<file path="config.mk">
export PLATFORM = sky130hd
export DESIGN_NAME = cpch_uplink_framer
export DESIGN_NICKNAME = d
export VERILOG_FILES = /design/src/inc/cpch_pkg.sv /design/src/verilog/cpch_uplink_framer.sv
export VERILOG_INCLUDE_DIRS = /design/src /design/src/inc
export SDC_FILE = /design/constraint.sdc
export NUM_CORES = 1
export LEC_CHECK = 0
export ABC_AREA = 1
export BUFFER_PORTS_ARGS = -buffer_cell sky130_fd_sc_hd__buf_2
export CAP_MARGIN = 10
export CORE_MARGIN = 1.5
export CORE_UTILIZATION = 40
export CTS_CLUSTER_DIAMETER = 50
export DETAILED_ROUTE_END_ITERATION = 10
export PLACE_DENSITY_LB_ADDON = 0.1
export SLEW_MARGIN = 20
export SYNTH_ARGS = -nofsm -noshare
export SYNTH_HDL_FRONTEND = slang
export SYNTH_SLANG_ARGS = --single-unit
</file>
<file path="constraint.sdc">
create_clock -name aclk -period 3.88 [get_ports aclk]
set_input_delay 0.194 -clock aclk [delete_from_list [all_inputs] [get_ports aclk]]
set_output_delay 0.194 -clock aclk [all_outputs]
set_load 0.01 [all_outputs]
</file>
<file path="src/inc/cpch_cfg.svh">
`ifndef CPCH_CFG_SVH
`define CPCH_CFG_SVH

// ==================================================
// Timing of the uplink packet channel, in chips unless the name gives another unit.
`define CLK_HZ          50000000
`define CHIP_HZ         3840000
`define CLK_PER_CHIP    (`CLK_HZ / `CHIP_HZ)
`define CHIPS_PREAMBLE  4096
`define CHIPS_ACC_SLOT  5120
`define ACC_SLOTS       15
`define CHIPS_SLOT      2560
`define SLOTS_FRAME     15
`define FRAME_MS        10
`define SIG_LEN         16
`define CTL_SF          256
`define CTL_BITS        10
`define PCP_SLOTS       8
`define DATA_K_MAX      6

// ==================================================
// Register byte offsets.
`define OFF_CTRL        8'h00
`define OFF_FMT         8'h04
`define OFF_SIG         8'h08
`define OFF_FLD         8'h0c
`define OFF_STAT        8'h10

// ==================================================
// Field positions and reset values.
`define CTRL_START      0
`define CTRL_PCP8       1
`define CTRL_APSHR      2
`define FMT_SLOT        0
`define FMT_K           4
`define FMT_NAP         8
`define FMT_MAXF        16
`define FMT_MSGF        24
`define SIG_CD          16
`define FLD_TPC         0
`define FLD_TFCI        1
`define FLD_FBI         3
`define RST_NAP         4'h1
`define RST_FRAMES      8'h01

// ==================================================
// Scrambling segment codes and bus answers.
`define SEG_SHARED      2'h0
`define SEG_AP          2'h1
`define SEG_CD          2'h2
`define RESP_OKAY       2'h0
`define RESP_SLVERR     2'h2

`endif

</file>
<file path="src/inc/cpch_pkg.sv">
package cpch_pkg;

    // ==================================================
    // Phases of one access attempt.
    typedef enum logic [2:0] {
        ST_IDLE,
        ST_ARM,
        ST_ACC,
        ST_CD,
        ST_PCP,
        ST_MSG
    } phase_t;

endpackage

</file>
<file path="src/verilog/cpch_uplink_framer.sv">
// Decided for this implementation: the AXI4-Lite interface to the registers and the placing of the registers.
`timescale 1ns/100ps
`include "cpch_cfg.svh"

module cpch_uplink_framer
    import cpch_pkg::*;
#(
    parameter int CLK_PER_CHIP = `CLK_PER_CHIP
) (
    input  wire logic        aclk,
    input  wire logic        aresetn,
    input  wire logic [7:0]  awaddr,
    input  wire logic        awvalid,
    output logic             awready,
    input  wire logic [31:0] wdata,
    input  wire logic [3:0]  wstrb,
    input  wire logic        wvalid,
    output logic             wready,
    output logic [1:0]       bresp,
    output logic             bvalid,
    input  wire logic        bready,
    input  wire logic [7:0]  araddr,
    input  wire logic        arvalid,
    output logic             arready,
    output logic [31:0]      rdata,
    output logic [1:0]       rresp,
    output logic             rvalid,
    input  wire logic        rready,
    input  wire logic        bch_frame,
    input  wire logic        data_in,
    output logic             pre_chip,
    output logic             pre_valid,
    output logic [1:0]       scr_seg,
    output logic             ctl_bit,
    output logic             ctl_valid,
    output logic             data_bit,
    output logic             data_valid,
    output logic             slot_strobe,
    output logic             frame_strobe,
    output logic [3:0]       slot_index,
    output logic [2:0]       tx_phase
);

    // ==================================================
    // Slot format and pilot lookup.

    // Field sizes {pilot, power, format indicator, feedback} per format.
    function automatic logic [9:0] fmt_fields(input logic [2:0] f);
        case (f)
            3'h1:    return {4'h8, 2'h2, 2'h0, 2'h0};
            3'h2:    return {4'h5, 2'h2, 2'h2, 2'h1};
            3'h3:    return {4'h7, 2'h2, 2'h0, 2'h1};
            3'h4:    return {4'h6, 2'h2, 2'h0, 2'h2};
            3'h5:    return {4'h5, 2'h1, 2'h2, 2'h2};
            default: return {4'h6, 2'h2, 2'h2, 2'h0};
        endcase
    endfunction

    // Per-slot frame sync word; bit 0 is the first variable pilot bit.
    function automatic logic [3:0] sync_word(input logic [3:0] s);
        case (s)
            4'h0, 4'h5:  return 4'h7;
            4'h1:        return 4'h4;
            4'h2, 4'ha:  return 4'ha;
            4'h3:        return 4'h0;
            4'h4:        return 4'h9;
            4'h6:        return 4'h3;
            4'h7, 4'hc:  return 4'h1;
            4'h8:        return 4'h6;
            4'h9:        return 4'hf;
            4'hb:        return 4'hd;
            default:     return 4'hc;
        endcase
    endfunction

    // Pilot bit i for a pilot length of 5 to 8 bits in slot s.
    function automatic logic pilot_bit(input logic [3:0] np, input logic [3:0] s,
                                       input logic [2:0] i);
        logic [3:0] w;
        logic [7:0] p;
        w = sync_word(s);
        case (np)
            4'h5:    p = {3'h0, 1'b1, w[3], w[2], w[1], w[0]};
            4'h6:    p = {2'h0, 1'b1, w[3], w[2], w[1], w[0], 1'b1};
            4'h7:    p = {1'b0, 1'b1, w[3], w[2], 1'b1, w[1], w[0], 1'b1};
            default: p = {w[3], 1'b1, w[2], 1'b1, w[1], 1'b1, w[0], 1'b1};
        endcase
        return p[i];
    endfunction

    // Control bit b of a slot: pilot, format indicator, feedback, power.
    function automatic logic ctl_bit_f(input logic [2:0] f, input logic [3:0] b,
                                       input logic [3:0] s, input logic tpc,
                                       input logic [1:0] tf, input logic [1:0] fb);
        logic [3:0] np;
        logic [1:0] nt;
        logic [1:0] nc;
        logic [1:0] nf;
        logic [3:0] o;
        {np, nt, nc, nf} = fmt_fields(f);
        if (b < np) return pilot_bit(np, s, b[2:0]);
        o = b - np;
        if (o < {2'h0, nc}) return tf[o[0]];
        o = o - {2'h0, nc};
        if (o < {2'h0, nf}) return fb[o[0]];
        return tpc;
    endfunction

    // Byte-lane merge of a write into the current register word.
    function automatic logic [31:0] merge(input logic [31:0] old, input logic [31:0] nw,
                                          input logic [3:0] strb);
        logic [31:0] r;
        r = old;
        for (int i = 0; i < 4; i++) begin
            if (strb[i]) r[8*i +: 8] = nw[8*i +: 8];
        end
        return r;
    endfunction

    // ==================================================
    // State.
    phase_t      state;
    logic        bch_s1, bch_s2, bch_s3;
    logic [7:0]  div;
    logic        chip_en;
    logic [12:0] as_chip;
    logic        frame_par;
    logic [11:0] pc;
    logic [11:0] sc;
    logic [3:0]  slot;
    logic [7:0]  frame;
    logic [7:0]  frames_tgt;
    logic [3:0]  ap_left;
    logic        start, pcp8, ap_shared, tpc_cmd;
    logic [2:0]  slot_fmt, data_k;
    logic [3:0]  n_ap;
    logic [7:0]  max_frames, msg_frames;
    logic [15:0] ap_sig, cd_sig;
    logic [1:0]  tfci, fbi;
    logic [7:0]  aw_addr_q;
    logic [31:0] wdata_q;
    logic [3:0]  wstrb_q;
    logic        aw_full, w_full;
    logic        wr_go, bch_edge, as_tick, slot_end, burst;
    logic [31:0] cur_w, new_w, rd_w;
    logic [7:0]  dmask;

    assign wr_go    = aw_full && w_full && !bvalid;
    assign bch_edge = bch_s2 && !bch_s3;
    assign as_tick  = chip_en && as_chip == 13'(`CHIPS_ACC_SLOT - 1);
    assign slot_end = chip_en && sc == 12'(`CHIPS_SLOT - 1);
    assign burst    = state == ST_PCP || state == ST_MSG;
    assign dmask    = 8'hff >> data_k;

    // ==================================================
    // Broadcast frame pin synchroniser and chip-rate divider.
    always_ff @(posedge aclk) begin
        if (!aresetn) begin
            {bch_s1, bch_s2, bch_s3} <= 3'h0;
        end else begin
            bch_s1 <= bch_frame;
            bch_s2 <= bch_s1;
            bch_s3 <= bch_s2;
        end
    end

    // Chip enable pulses once every CLK_PER_CHIP clocks.
    always_ff @(posedge aclk) begin
        if (!aresetn) begin
            div     <= 8'h00;
            chip_en <= 1'b0;
        end else if (div == 8'(CLK_PER_CHIP - 1)) begin
            div     <= 8'h00;
            chip_en <= 1'b1;
        end else begin
            div     <= div + 8'h01;
            chip_en <= 1'b0;
        end
    end

    // Access slot timer, realigned on every second broadcast frame edge.
    always_ff @(posedge aclk) begin
        if (!aresetn) begin
            as_chip   <= 13'h0;
            frame_par <= 1'b0;
        end else begin
            if (bch_edge) frame_par <= ~frame_par;
            if (bch_edge && !frame_par) begin
                as_chip <= 13'h0;
            end else if (as_tick) begin
                as_chip <= 13'h0;
            end else if (chip_en) begin
                as_chip <= as_chip + 13'h1;
            end
        end
    end

    // ==================================================
    // Attempt sequencer.
    always_ff @(posedge aclk) begin
        if (!aresetn) begin
            state      <= ST_IDLE;
            ap_left    <= 4'h0;
            pc         <= 12'h0;
            frames_tgt <= `RST_FRAMES;
        end else begin
            unique case (state)
                ST_IDLE: if (start) begin
                    state      <= ST_ARM;
                    ap_left    <= (n_ap == 4'h0) ? 4'h1 : n_ap;
                    frames_tgt <= (msg_frames == 8'h0) ? 8'h1 :
                                  (msg_frames > max_frames && max_frames != 8'h0)
                                  ? max_frames : msg_frames;
                end
                ST_ARM: if (as_tick) begin
                    pc    <= 12'h0;
                    state <= (ap_left != 4'h0) ? ST_ACC : ST_CD;
                end
                ST_ACC: if (chip_en) begin
                    pc <= pc + 12'h1;
                    if (pc == 12'(`CHIPS_PREAMBLE - 1)) begin
                        ap_left <= ap_left - 4'h1;
                        state   <= ST_ARM;
                    end
                end
                ST_CD: if (chip_en) begin
                    pc <= pc + 12'h1;
                    if (pc == 12'(`CHIPS_PREAMBLE - 1)) begin
                        state <= pcp8 ? ST_PCP : ST_MSG;
                    end
                end
                ST_PCP: if (slot_end && slot == 4'(`PCP_SLOTS - 1)) begin
                    state <= ST_MSG;
                end
                ST_MSG: if (slot_end && slot == 4'(`SLOTS_FRAME - 1)
                            && frame == frames_tgt - 8'h1) begin
                    state <= ST_IDLE;
                end
            endcase
        end
    end

    // Slot chip, slot and frame counters of the burst.
    always_ff @(posedge aclk) begin
        if (!aresetn || !burst) begin
            sc    <= 12'h0;
            slot  <= 4'h0;
            frame <= 8'h0;
        end else if (slot_end) begin
            sc <= 12'h0;
            if (state == ST_PCP && slot == 4'(`PCP_SLOTS - 1)) begin
                slot <= 4'h0;
            end else if (slot == 4'(`SLOTS_FRAME - 1)) begin
                slot  <= 4'h0;
                frame <= frame + 8'h1;
            end else begin
                slot <= slot + 4'h1;
            end
        end else if (chip_en) begin
            sc <= sc + 12'h1;
        end
    end

    // ==================================================
    // Transmit outputs: preamble chips, control and data branches.
    always_ff @(posedge aclk) begin
        if (!aresetn) begin
            pre_chip   <= 1'b0;
            pre_valid  <= 1'b0;
            scr_seg    <= `SEG_SHARED;
            ctl_bit    <= 1'b0;
            ctl_valid  <= 1'b0;
            data_bit   <= 1'b0;
            data_valid <= 1'b0;
        end else begin
            pre_valid <= chip_en && (state == ST_ACC || state == ST_CD);
            pre_chip  <= (state == ST_CD) ? cd_sig[pc[3:0]] : ap_sig[pc[3:0]];
            scr_seg   <= (state == ST_CD) ? `SEG_CD :
                         (ap_shared ? `SEG_SHARED : `SEG_AP);
            ctl_valid <= chip_en && burst && sc[7:0] == 8'h00;
            ctl_bit   <= ctl_bit_f(slot_fmt, sc[11:8], slot, tpc_cmd, tfci, fbi);
            data_valid <= chip_en && state == ST_MSG && (sc[7:0] & dmask) == 8'h00;
            data_bit   <= data_in;
        end
    end

    // Slot and frame strobes mark power control periods.
    always_ff @(posedge aclk) begin
        if (!aresetn) begin
            slot_strobe  <= 1'b0;
            frame_strobe <= 1'b0;
            slot_index   <= 4'h0;
            tx_phase     <= 3'h0;
        end else begin
            slot_strobe  <= slot_end && burst;
            frame_strobe <= slot_end && state == ST_MSG && slot == 4'(`SLOTS_FRAME - 1);
            slot_index   <= slot;
            tx_phase     <= state;
        end
    end

    // ==================================================
    // Register bus slave.

    // Current word of a register, shared by reads and merged writes.
    function automatic logic [31:0] reg_word(input logic [7:0] a);
        case (a)
            `OFF_CTRL: return {29'h0, ap_shared, pcp8, 1'b0};
            `OFF_FMT:  return {msg_frames, max_frames, 4'h0, n_ap, 1'b0, data_k,
                               1'b0, slot_fmt};
            `OFF_SIG:  return {cd_sig, ap_sig};
            `OFF_FLD:  return {27'h0, fbi, tfci, tpc_cmd};
            `OFF_STAT: return {12'h0, ap_left, frame, slot, state != ST_IDLE, state};
            default:   return 32'h0;
        endcase
    endfunction

    // Current words for the pending write and the requested read.
    always_comb begin
        cur_w = reg_word(aw_addr_q);
        new_w = merge(cur_w, wdata_q, wstrb_q);
        rd_w  = reg_word({araddr[7:2], 2'h0});
    end

    // Write address and data are taken in either order; answer follows both.
    always_ff @(posedge aclk) begin
        if (!aresetn) begin
            {awready, wready, aw_full, w_full, bvalid} <= 5'h0;
            aw_addr_q <= 8'h00;
            wdata_q   <= 32'h0;
            wstrb_q   <= 4'h0;
            bresp     <= `RESP_OKAY;
        end else begin
            if (awvalid && awready) begin
                aw_addr_q <= {awaddr[7:2], 2'h0};
                aw_full   <= 1'b1;
                awready   <= 1'b0;
            end else if (!aw_full && !bvalid) begin
                awready <= 1'b1;
            end
            if (wvalid && wready) begin
                wdata_q <= wdata;
                wstrb_q <= wstrb;
                w_full  <= 1'b1;
                wready  <= 1'b0;
            end else if (!w_full && !bvalid) begin
                wready <= 1'b1;
            end
            if (wr_go) begin
                aw_full <= 1'b0;
                w_full  <= 1'b0;
                bvalid  <= 1'b1;
                bresp   <= (aw_addr_q > `OFF_STAT) ? `RESP_SLVERR : `RESP_OKAY;
            end else if (bvalid && bready) begin
                bvalid <= 1'b0;
            end
        end
    end

    // Configuration registers; start is a one-clock pulse.
    always_ff @(posedge aclk) begin
        if (!aresetn) begin
            {start, pcp8, ap_shared, tpc_cmd} <= 4'h0;
            {slot_fmt, data_k} <= 6'h0;
            n_ap       <= `RST_NAP;
            max_frames <= `RST_FRAMES;
            msg_frames <= `RST_FRAMES;
            {ap_sig, cd_sig} <= 32'h0;
            {tfci, fbi} <= 4'h0;
        end else begin
            start <= 1'b0;
            if (wr_go) begin
                case (aw_addr_q)
                    `OFF_CTRL: begin
                        start     <= new_w[`CTRL_START] && state == ST_IDLE;
                        pcp8      <= new_w[`CTRL_PCP8];
                        ap_shared <= new_w[`CTRL_APSHR];
                    end
                    `OFF_FMT: begin
                        slot_fmt   <= (new_w[`FMT_SLOT +: 3] > 3'h5) ? 3'h0
                                      : new_w[`FMT_SLOT +: 3];
                        data_k     <= (new_w[`FMT_K +: 3] > 3'(`DATA_K_MAX))
                                      ? 3'(`DATA_K_MAX) : new_w[`FMT_K +: 3];
                        n_ap       <= new_w[`FMT_NAP +: 4];
                        max_frames <= new_w[`FMT_MAXF +: 8];
                        msg_frames <= new_w[`FMT_MSGF +: 8];
                    end
                    `OFF_SIG: begin
                        ap_sig <= new_w[15:0];
                        cd_sig <= new_w[`SIG_CD +: 16];
                    end
                    `OFF_FLD: begin
                        tpc_cmd <= new_w[`FLD_TPC];
                        tfci    <= new_w[`FLD_TFCI +: 2];
                        fbi     <= new_w[`FLD_FBI +: 2];
                    end
                    default: ;
                endcase
            end
        end
    end

    // Read channel answers one clock after the address is taken.
    always_ff @(posedge aclk) begin
        if (!aresetn) begin
            arready <= 1'b0;
            rvalid  <= 1'b0;
            rdata   <= 32'h0;
            rresp   <= `RESP_OKAY;
        end else if (arvalid && arready) begin
            arready <= 1'b0;
            rvalid  <= 1'b1;
            rdata   <= rd_w;
            rresp   <= ({araddr[7:2], 2'h0} > `OFF_STAT) ? `RESP_SLVERR : `RESP_OKAY;
        end else if (rvalid && rready) begin
            rvalid <= 1'b0;
        end else if (!rvalid) begin
            arready <= 1'b1;
        end
    end

    // ==================================================
    // Checks.

    // Clocks since the last control bit; a longer gap means a control bit was lost.
    logic [15:0] ctl_gap;
    always_ff @(posedge aclk) begin
        if (!aresetn || !burst || ctl_valid) begin
            ctl_gap <= 16'h0;
        end else begin
            ctl_gap <= ctl_gap + 16'h1;
        end
    end
endmodule

</file>
# --- Word-level counts from Yosys, hierarchy flattened ---
# Memories as Yosys holds them, arrays and structs flattened. A register that Yosys moved wholly into a read port is not among the register bits.
# Cells that the tools add are included.
op_classes:
  add_sub_neg: 10
  magnitude_cmp: 12
  eq_ne: 39
  n_shift: 1
  muxes: 73
  n_bitwise: 6
  n_reduce_logical: 73
ops:
  columns: ["op", "n"]
  rows:
  - ["case mux 32 bit (5 select lines)", 2]
  - ["two-way mux 8 bit", 8]
  - ["case mux 10 bit (5 select lines)", 1]
  - ["logical NOT 8 bit", 4]
  - ["two-way mux 4 bit", 8]
  - ["two-way mux 1 bit", 31]
  - ["two-way mux 3 bit", 10]
  - ["logical AND 1 bit", 27]
  - ["adder 12 x 1 -> 12 bit (second input constant)", 2]
  - ["== test 12 bit (second input constant)", 2]
  - ["== test 6 x 2 -> 1 bit (second input constant)", 4]
  - ["two-way mux 12 bit", 2]
  - ["case mux 12 bit (2 select lines)", 1]
  - ["case mux 8 bit (3 select lines)", 1]
  - ["inequality test 2 bit (second input constant)", 9]
  - ["case mux 3 bit (6 select lines)", 1]
  - ["adder 8 x 1 -> 8 bit (second input constant)", 2]
  - ["== test 4 x 3 -> 1 bit (second input constant)", 4]
  - ["greater-than comparator 8 x 5 -> 1 bit (second input constant)", 2]
  - ["OR reduction 2 bit", 8]
  - ["AND reduction 3 bit", 5]
  - ["adder 13 x 1 -> 13 bit (second input constant)", 1]
  - ["== test 13 bit (second input constant)", 1]
  - ["== test 3 x 2 -> 1 bit (second input constant)", 4]
  - ["other kinds (41)", 74]
totals:
  reg_bits: 245
  rom_bits: 64
  inputBits: 61
  output_inout_bits: 58
  elab_cells: 269
  mem_count: 1
memory_table:
  columns: ["memory", "depth", "width", "rd", "rd_clocked_by_memory_dff", "wr", "line_no", "text"]
  rows:
  - ["(no name shown)", 16, 4, 1, 1, 0, "cpch_uplink_framer.sv:61", "case (s)"]

# --- Longest topological paths before layout ---
# Gate-level depths: netlist (run 1).
depth:
  depth_word: 15
  depth_mapped: 18

# --- Least setup slack after synthesis (run 1) ---
# Ideal clock, no wire load.
synth_timing:
  kind: "reg2reg"
  start: "register slot_fmt[1]"
  end: "register ctl_bit"
  setup_ps: 113
  t_arrival_ps: 2612
  required_ps: 3767
  slack_ps: 1155
  path_stages_with_launch: 17
  n_path_buf: 0
  period_less_slack_ps: 2725
  cell_sequence: "dfxtp_1 > inv_1 > ha_1 > nand2_1 > nand2_1 > fa_1 > ha_1 > inv_1 > ha_1 > nand2_1 > nand2_1 > nor2_1 > nand3_1 > nand3_1 > nand2_1 > nor2_1 > nor2_1"
synth_between:
  elab_chain_cells: 15
  elab_cells_between_ends: 39
synth_lines:
  columns: ["element", "line_no", "text"]
  rows:
  - ["start: declaration", "cpch_uplink_framer.sv:135", "logic [2:0] slot_fmt, data_k;"]
  - ["start signal: assignment", "cpch_uplink_framer.sv:380", "slot_fmt <= (new_w[`FMT_SLOT +: 3] > 3'h5) ? 3'h0"]
  - ["== test 3 bit (tied with other cells)", "cpch_uplink_framer.sv:49", "case (f)"]
  - ["case mux 10 bit (5 select lines) *", "cpch_uplink_framer.sv:49", null]
  - ["two-way mux 10 bit *", "cpch_uplink_framer.sv:267", "if (!aresetn) begin"]
  - ["parallel branches: the longest is 11 deep, another holds subtractor 4 bit", null, null]
  - ["two-way mux 1 bit *", "cpch_uplink_framer.sv:102", "o = b - np;"]
  - ["end signal: assignment", "cpch_uplink_framer.sv:281", "ctl_bit <= ctl_bit_f(slot_fmt, sc[11:8], slot, tpc_cmd, tfci, fbi);"]
  - ["end: declaration", "cpch_uplink_framer.sv:34", "output logic ctl_bit,"]
# Every way passes the cells marked *. The select of a mux whose other input is x is not followed.
# A chain may end at the register's enable or synchronous reset.

# --- Worst setup path in the final report (run 1) ---
# Same ends and word-level chain as after synthesis.

==> results of run 1 <==
[layout make-up]
type	instances	area, um^2
clock inverters	14	130
clock buffers	46	1000
flip-flops and latches	247	4940
multi-input cells	1194	6040
repair buffers	171	1120
well taps	390	488
fillers	3056	15200
inverters	268	1010
[metal layers]
metal / global-route usage / share of wire
met3: 0.0373 / 0.069
met5: 0 / 0
met2: 0.351 / 0.42
met4: 0.0644 / 0.021
met1: 0.325 / 0.49
[synth_stat cells (12+ instances only)]
master and count:
nand2_1 324, inv_1 250, dfxtp_1 247, o21ai_0 186, a21oi_1 184, nor2_1 179, nand3_1 87, clkbuf_1 51
o22ai_1 48, ha_1 33, nor3_1 26, xor2_1 21, o211ai_1 15, inv_2 12
[what timing repair did]
item	in CTS	in global routing
buffers inserted	0	0
hold buffers	44	0
endpoints found under the hold margin	44	0
[final timing paths]
path,startpoint,cells after the start,endpoint
setup / recovery,slot_fmt[1],15,ctl_bit
hold / removal,wstrb[3],3,wstrb_q[3]
setup reg to reg,slot_fmt[1],15,ctl_bit
hold reg to reg,bch_s1,2,bch_s2
[stage by stage]
| stage | util | power (mW) | std cells | hold WS, ns |
|---|---|---|---|---|
| 2_1_floorplan | - | 3.42 | 1778 | 0.292 |
| 3_3_place_gp | 0.440 | 3.69 | 2226 | 0.382 |
| 3_5_place_dp | 0.440 | 3.70 | 2226 | 0.383 |
| 4_1_cts | 0.493 | 6.84 | 2330 | 0.00248 |
| 5_1_grt | 0.493 | 7.07 | 2330 | 0.0416 |
| 6_report | 0.493 | 6.78 | 2330 | 0.0185 |
[state kept, by name, indices dropped and copies added (netlist names), 4 cells and up, named ones only]
register,cells
slot_index,4
sc,12
ap_sig,16
ap_left,4
slot,4
frame,8
wdata_q,32
pc,12
wstrb_q,4
rdata,32
aw_addr_q,6
n_ap,4
msg_frames,8
cd_sig,16
frames_tgt,8
max_frames,8
div,8
as_chip,13
[power groups by stage]
stage                     clock (mW)  sequential, mW  combinational [mW]
final                           3.08            2.75               0.946
after global routing            3.25            2.76                1.07
after CTS                       3.15            2.75               0.938
after detailed placement           0            2.80               0.901
after global placement             0            2.80               0.893
after floorplan                    0            2.75               0.663
[cells by family after synthesis]
group | Yosys count
xor+xnor | 26
simple gates | 664
compound gates | 468
other cells | 1
fa+ha+maj | 34
buf+inv | 337
flops | 247
[worst reg2reg max path, delay by kind of cell, from the launching register on]
family                     cells  cell delay (ns)
xor gates and xnor gates       2             0.57
adders and majority gates      3             1.02
buffers and inverters          2             0.22
DFF                            1             0.48
and+or+nand+nor                8             0.64
==> reports/results.ini, run 1 <==
[status]
status = finished clean

[route]
wire_per_inst_um = 15.4
vias = 11900
route.detailed.drc = 0
drtAntennaViolNets = 0
vias_per_cell = 5.10
drt-total-wl_um = 35900
first_pass_iters = 6
initialDrtViolationCount = 769

[critical_path]
worstPathCellList = inv_1, ha_1, nand2_1, nand2_1, fa_1, xnor2_1, inv_1, ha_1, xnor3_1, nand2_1, nand2_1, nand3_1, nand2_1, nor2_1, nor2_1
crit_required_ns = 4.28
path_buf_inv = 2
path_class = reg -> reg
crit_top_cell = nand2_1
cp-end-kind = flip-flop
critPathArrivalTime_ns = 3.43
max_stage_delay_ns = 0.48
r2r_slack_ns = 0.85
cp_slowest_cell = dfxtp_1
critPathTopFamily = adder cells
path_max_fanout = 8
worst_setup_path_start_kind = flip-flop

[sta]
period_share = 0.781
tightest_slew_ns = 0.916
hold_violations = 0
worst_clock_skew_ns = 0.0121
setup_viol = 0
rsz0062_at_grt = no
timing.setup.tns_ns = 0
finalMaxSlewViolations = 0
slew_headroom = 0.389
period_needed_ns = 3.03
setup_ws_ns = 0.851
fmax_mhz = 330

[logic_synthesis]
yosysSeqAreaShare = 0.403
synth_top_area_share = 0.403
muxShareOfSynthArea = 0
yosysTopAreaCell = dfxtp_1
syn-cell-area_um2 = 12300
synth_seq_cells = 247
synth_area_per_cell_um2 = 6.90
yosysWarnings = 0
synth_edf_count = 0
synth_area_leaders = dfxtp_1 (40%), nand2_1 (9.9%), inv_1 (7.7%), o21ai_0 (7.6%), a21oi_1 (7.5%)
dominantRegCellSynth = dfxtp_1
ys_types = 48
synth_xor_area_frac = 0.0197
ys_async_sr_fraction = 0
synth_top_family_by_area = simple AND/OR/NAND/NOR gates
synthCells = 1777
yosys.area_share.adder = 0.0353
synth-compound-area-share = 0.206
yosys.area_share.simple = 0.231

[global_route]
grt-ovfl-total = 0
antenna_found_initial = 0
grt_pass1_wl_um = 57200
grt_max_degree = 75
track_usage = 0.228
grt_pass1_vias = 10900

[floorplan]
start_util = 0.411
std_cell_rows = 63
io_pins = 119
fp.coreArea_um2 = 29900
die_h_um = 178
die_area_um2 = 31700
fp.dieW_um = 178

[clock_network]
cts-resized-gates = 0
cts_tree = done
numCtsBuffers = 34
cts-htree-levels = 2
cts.path.max_buffers = 3
root_buffer = clkbuf_16
numClockSinks = 247
clk-insertion-delay-late_ns = 0.51
clk_pin_slew_ns = 0.06

[layout]
drive_gt1_frac = 0.113
final_common_cell = nand2_1
nNetsFinal = 2011
diodes = 0
area_delta_synth_final_pct = 20.0
mostFrequentLayoutCells = nand2_1 (324), inv_1 (250), dfxtp_1 (247)
stdcell_area_um2 = 14700

[placed_design]
routabilityCongestion = 0.868
place_ws_ns = 0.871
placed_area_um2 = 13200
post-dp-hpwl_um = 26300
numPortBuffers = 112

[power_and_ir_drop]
switching_share = 0.286
pwr-share-seq = 0.406
clkPwrFrac = 0.455
intPower_mw = 4.84
ir_drop_mv = 0.261
p_sw_mw = 1.94
p_leak_nw = 6.29
power_frac_comb = 0.140
powerDensity_nw_per_um2 = 460

[worst_hold_path]
hold_class = in -> reg

[flow_run]
cap_violations = 0

Power figures use the tool's default switching activity.
==> run 2: changes to the inputs <==
- clock period: 3.88 -> 3.02 ns (I/O delays scaled with it)
==> reports/results.ini, run 2 (synthesized netlist as in run 1, its figures left out) <==
[global_route]
antenna_found_initial = 0  ; unchanged
grt_max_degree = 81  ; +8.0%
grt_pass1_wl_um = 57000  ; -0.20%
grt-ovfl-total = 0  ; unchanged
track_usage = 0.228  ; +0.000280
grt_pass1_vias = 10800  ; -0.98%

[critical_path]
rr_endpoint = ctl_bit
reg2reg_depth = 17  ; +2
path_buf_inv = 3  ; +1
worstPathCellList = inv_1, ha_1, inv_1, nand2_2, ha_2, fa_1, ha_1, inv_1, ha_1, nand2_1, nand2_1, nor2_2, nand3_1, nand3_1, nand2_1, nor2_1, nor2_1
worst_setup_path_start_kind = flip-flop
max_stage_delay_ns = 0.47  ; about the same
path_class = reg -> reg
crit_required_ns = 3.42  ; -0.86 ns
cp-end-kind = flip-flop
critPathArrivalTime_ns = 3.15  ; -0.28 ns
cp_slowest_cell = fa_1
timing.rr.start = slot_fmt[2]
path_max_fanout = 7  ; -1
r2r_slack_ns = 0.27  ; -0.58 ns
critPathTopFamily = adder cells

[sta]
hold_violations = 0  ; unchanged
timing.setup.tns_ns = 0  ; unchanged
fmax_mhz = 364  ; +10%
period_needed_ns = 2.75  ; -0.280 ns
slew_headroom = 0.389  ; +0.000737
tightest_slew_ns = 0.915  ; -0.00110 ns
worst_clock_skew_ns = 0.00929  ; -0.00286 ns
period_share = 0.910  ; +0.130
holdWs_ns = 0.130  ; +0.111 ns
setup_viol = 0  ; unchanged
finalMaxSlewViolations = 0  ; unchanged

[flow_run]
cap_violations = 0  ; unchanged

[clock_network]
cts-htree-levels = 2  ; unchanged
cts.path.max_buffers = 3  ; unchanged
clk-insertion-delay-late_ns = 0.51  ; about the same
cts_tree = done
numClockSinks = 247  ; unchanged
numCtsBuffers = 36  ; +5.9%
root_buffer = clkbuf_16
clk_pin_slew_ns = 0.05  ; about the same

[route]
drt-total-wl_um = 36200  ; +0.67%
initialDrtViolationCount = 858  ; +12%
first_pass_iters = 5  ; -1
vias = 12000  ; +0.72%
drtAntennaViolNets = 0  ; unchanged
wire_per_inst_um = 15.4  ; about the same
route.detailed.drc = 0  ; unchanged
vias_per_cell = 5.10  ; about the same

[layout]
mostFrequentLayoutCells = nand2_1 (323), inv_1 (250), dfxtp_1 (245)
diodes = 0  ; unchanged
area_delta_synth_final_pct = 21.8
reg.largest.list = rdata x32, wdata_q x32
nNetsFinal = 2028  ; +0.85%
final_common_cell = nand2_1
drive_gt1_frac = 0.120  ; +0.00674

[power_and_ir_drop]
p_leak_nw = 6.42  ; +2.0%
powerDensity_nw_per_um2 = 605  ; +31%
ir_drop_mv = 0.315  ; +21%

[placed_design]
post-dp-hpwl_um = 26600  ; +1.1%
routabilityCongestion = 0.863  ; -0.51%
numPortBuffers = 112  ; unchanged

[status]
status = finished clean

[floorplan]
std_cell_rows = 63  ; unchanged
io_pins = 119  ; unchanged
start_util = 0.411  ; unchanged
fp.coreArea_um2 = 29900  ; unchanged
die_h_um = 178  ; unchanged
die_area_um2 = 31700  ; unchanged
fp.dieW_um = 178  ; unchanged

[worst_hold_path]
hold_class = in -> reg
min_to = aw_addr_q[2]
min-delay-start = awvalid
hold_path_depth = 3  ; unchanged

run 2: cell count changes in the layout (fill, tap and decap cells not counted), sizes merged:
cell	previous run	this run
bufinv	1	5
clkbuf	46	47
dlygate4sd3	44	47
buf	127	139
clkinvlp	5	1
run 2: power breakdown:
group          switching (mW)  internal (mW)
Clock                    1.53           2.75
Combinational           0.839          0.411
Sequential              0.119           3.39
Total                    2.48           6.55
run 2: layout make-up:
| type | count | area (um^2) |
|---|---|---|
| clock buffer | 47 | 995 |
| clock inverter | 14 | 220 |
| fill | 3025 | 14900 |
| inverter | 268 | 1010 |
| multi-input combinational | 1194 | 6050 |
| sequential | 247 | 4950 |
| tap | 390 | 488 |
| timing repair buffer | 186 | 1240 |
run 2: worst max path at each step:
stage / from / endpoint / slack [ns] / cells after the start
after floorplan: slot_fmt[1] / ctl_bit / 0.30 / 16
after detailed placement: slot_fmt[1] / ctl_bit / 0.11 / 16
after global placement: slot_fmt[1] / ctl_bit / 0.20 / 16
final: slot_fmt[2] / ctl_bit / 0.27 / 17
after CTS: slot_fmt[1] / ctl_bit / 0.08 / 16
after global routing: slot_fmt[2] / ctl_bit / -0.01 / 17
run 2: layer usage:
metal	global-route usage	part of all wire	vias up
li1	-	-	6144
met4	0.0672	0.023	0
met1	0.328	0.49	5399
met3	0.0358	0.066	63
met2	0.349	0.42	352
met5	0	0	-
run 2: timing repair:
| action | in CTS | in global routing |
|---|---|---|
| resized for setup | 0 | 7 |
| endpoints found under the hold margin | 47 | 0 |
| hold buffers | 47 | 0 |
| buffers inserted | 0 | 0 |
| endpoints found under the setup margin | 0 | 1 |
run 2: worst reg2reg max path: stages (launching register included):
cell and delay, ns:
dfxtp_4 0.38, inv_1 0.09, ha_1 0.18, inv_1 0.06
nand2_2 0.08, ha_2 0.20, fa_1 0.47, ha_1 0.29
inv_1 0.04, ha_1 0.29, nand2_1 0.07, nand2_1 0.05
nor2_2 0.10, nand3_1 0.08, nand3_1 0.08, nand2_1 0.05
nor2_1 0.08, nor2_1 0.05
run 2: metrics by stage:
| stage | instances | cell area [um^2] | power (mW) | setup WS, ns | util |
|---|---|---|---|---|---|
| CTS | 2346 | 14900 | 9.12 | 0.0799 | 0.500 |
| global route | 2346 | 14900 | 9.42 | -0.0120 | 0.500 |
| detailed placement | 2238 | 13200 | 4.77 | 0.112 | 0.443 |
| global placement | 2238 | 13200 | 4.76 | 0.200 | 0.443 |
| floorplan | 1778 | 12300 | 4.39 | 0.295 | - |
| finish | 2346 | 14900 | 9.04 | 0.271 | 0.500 |
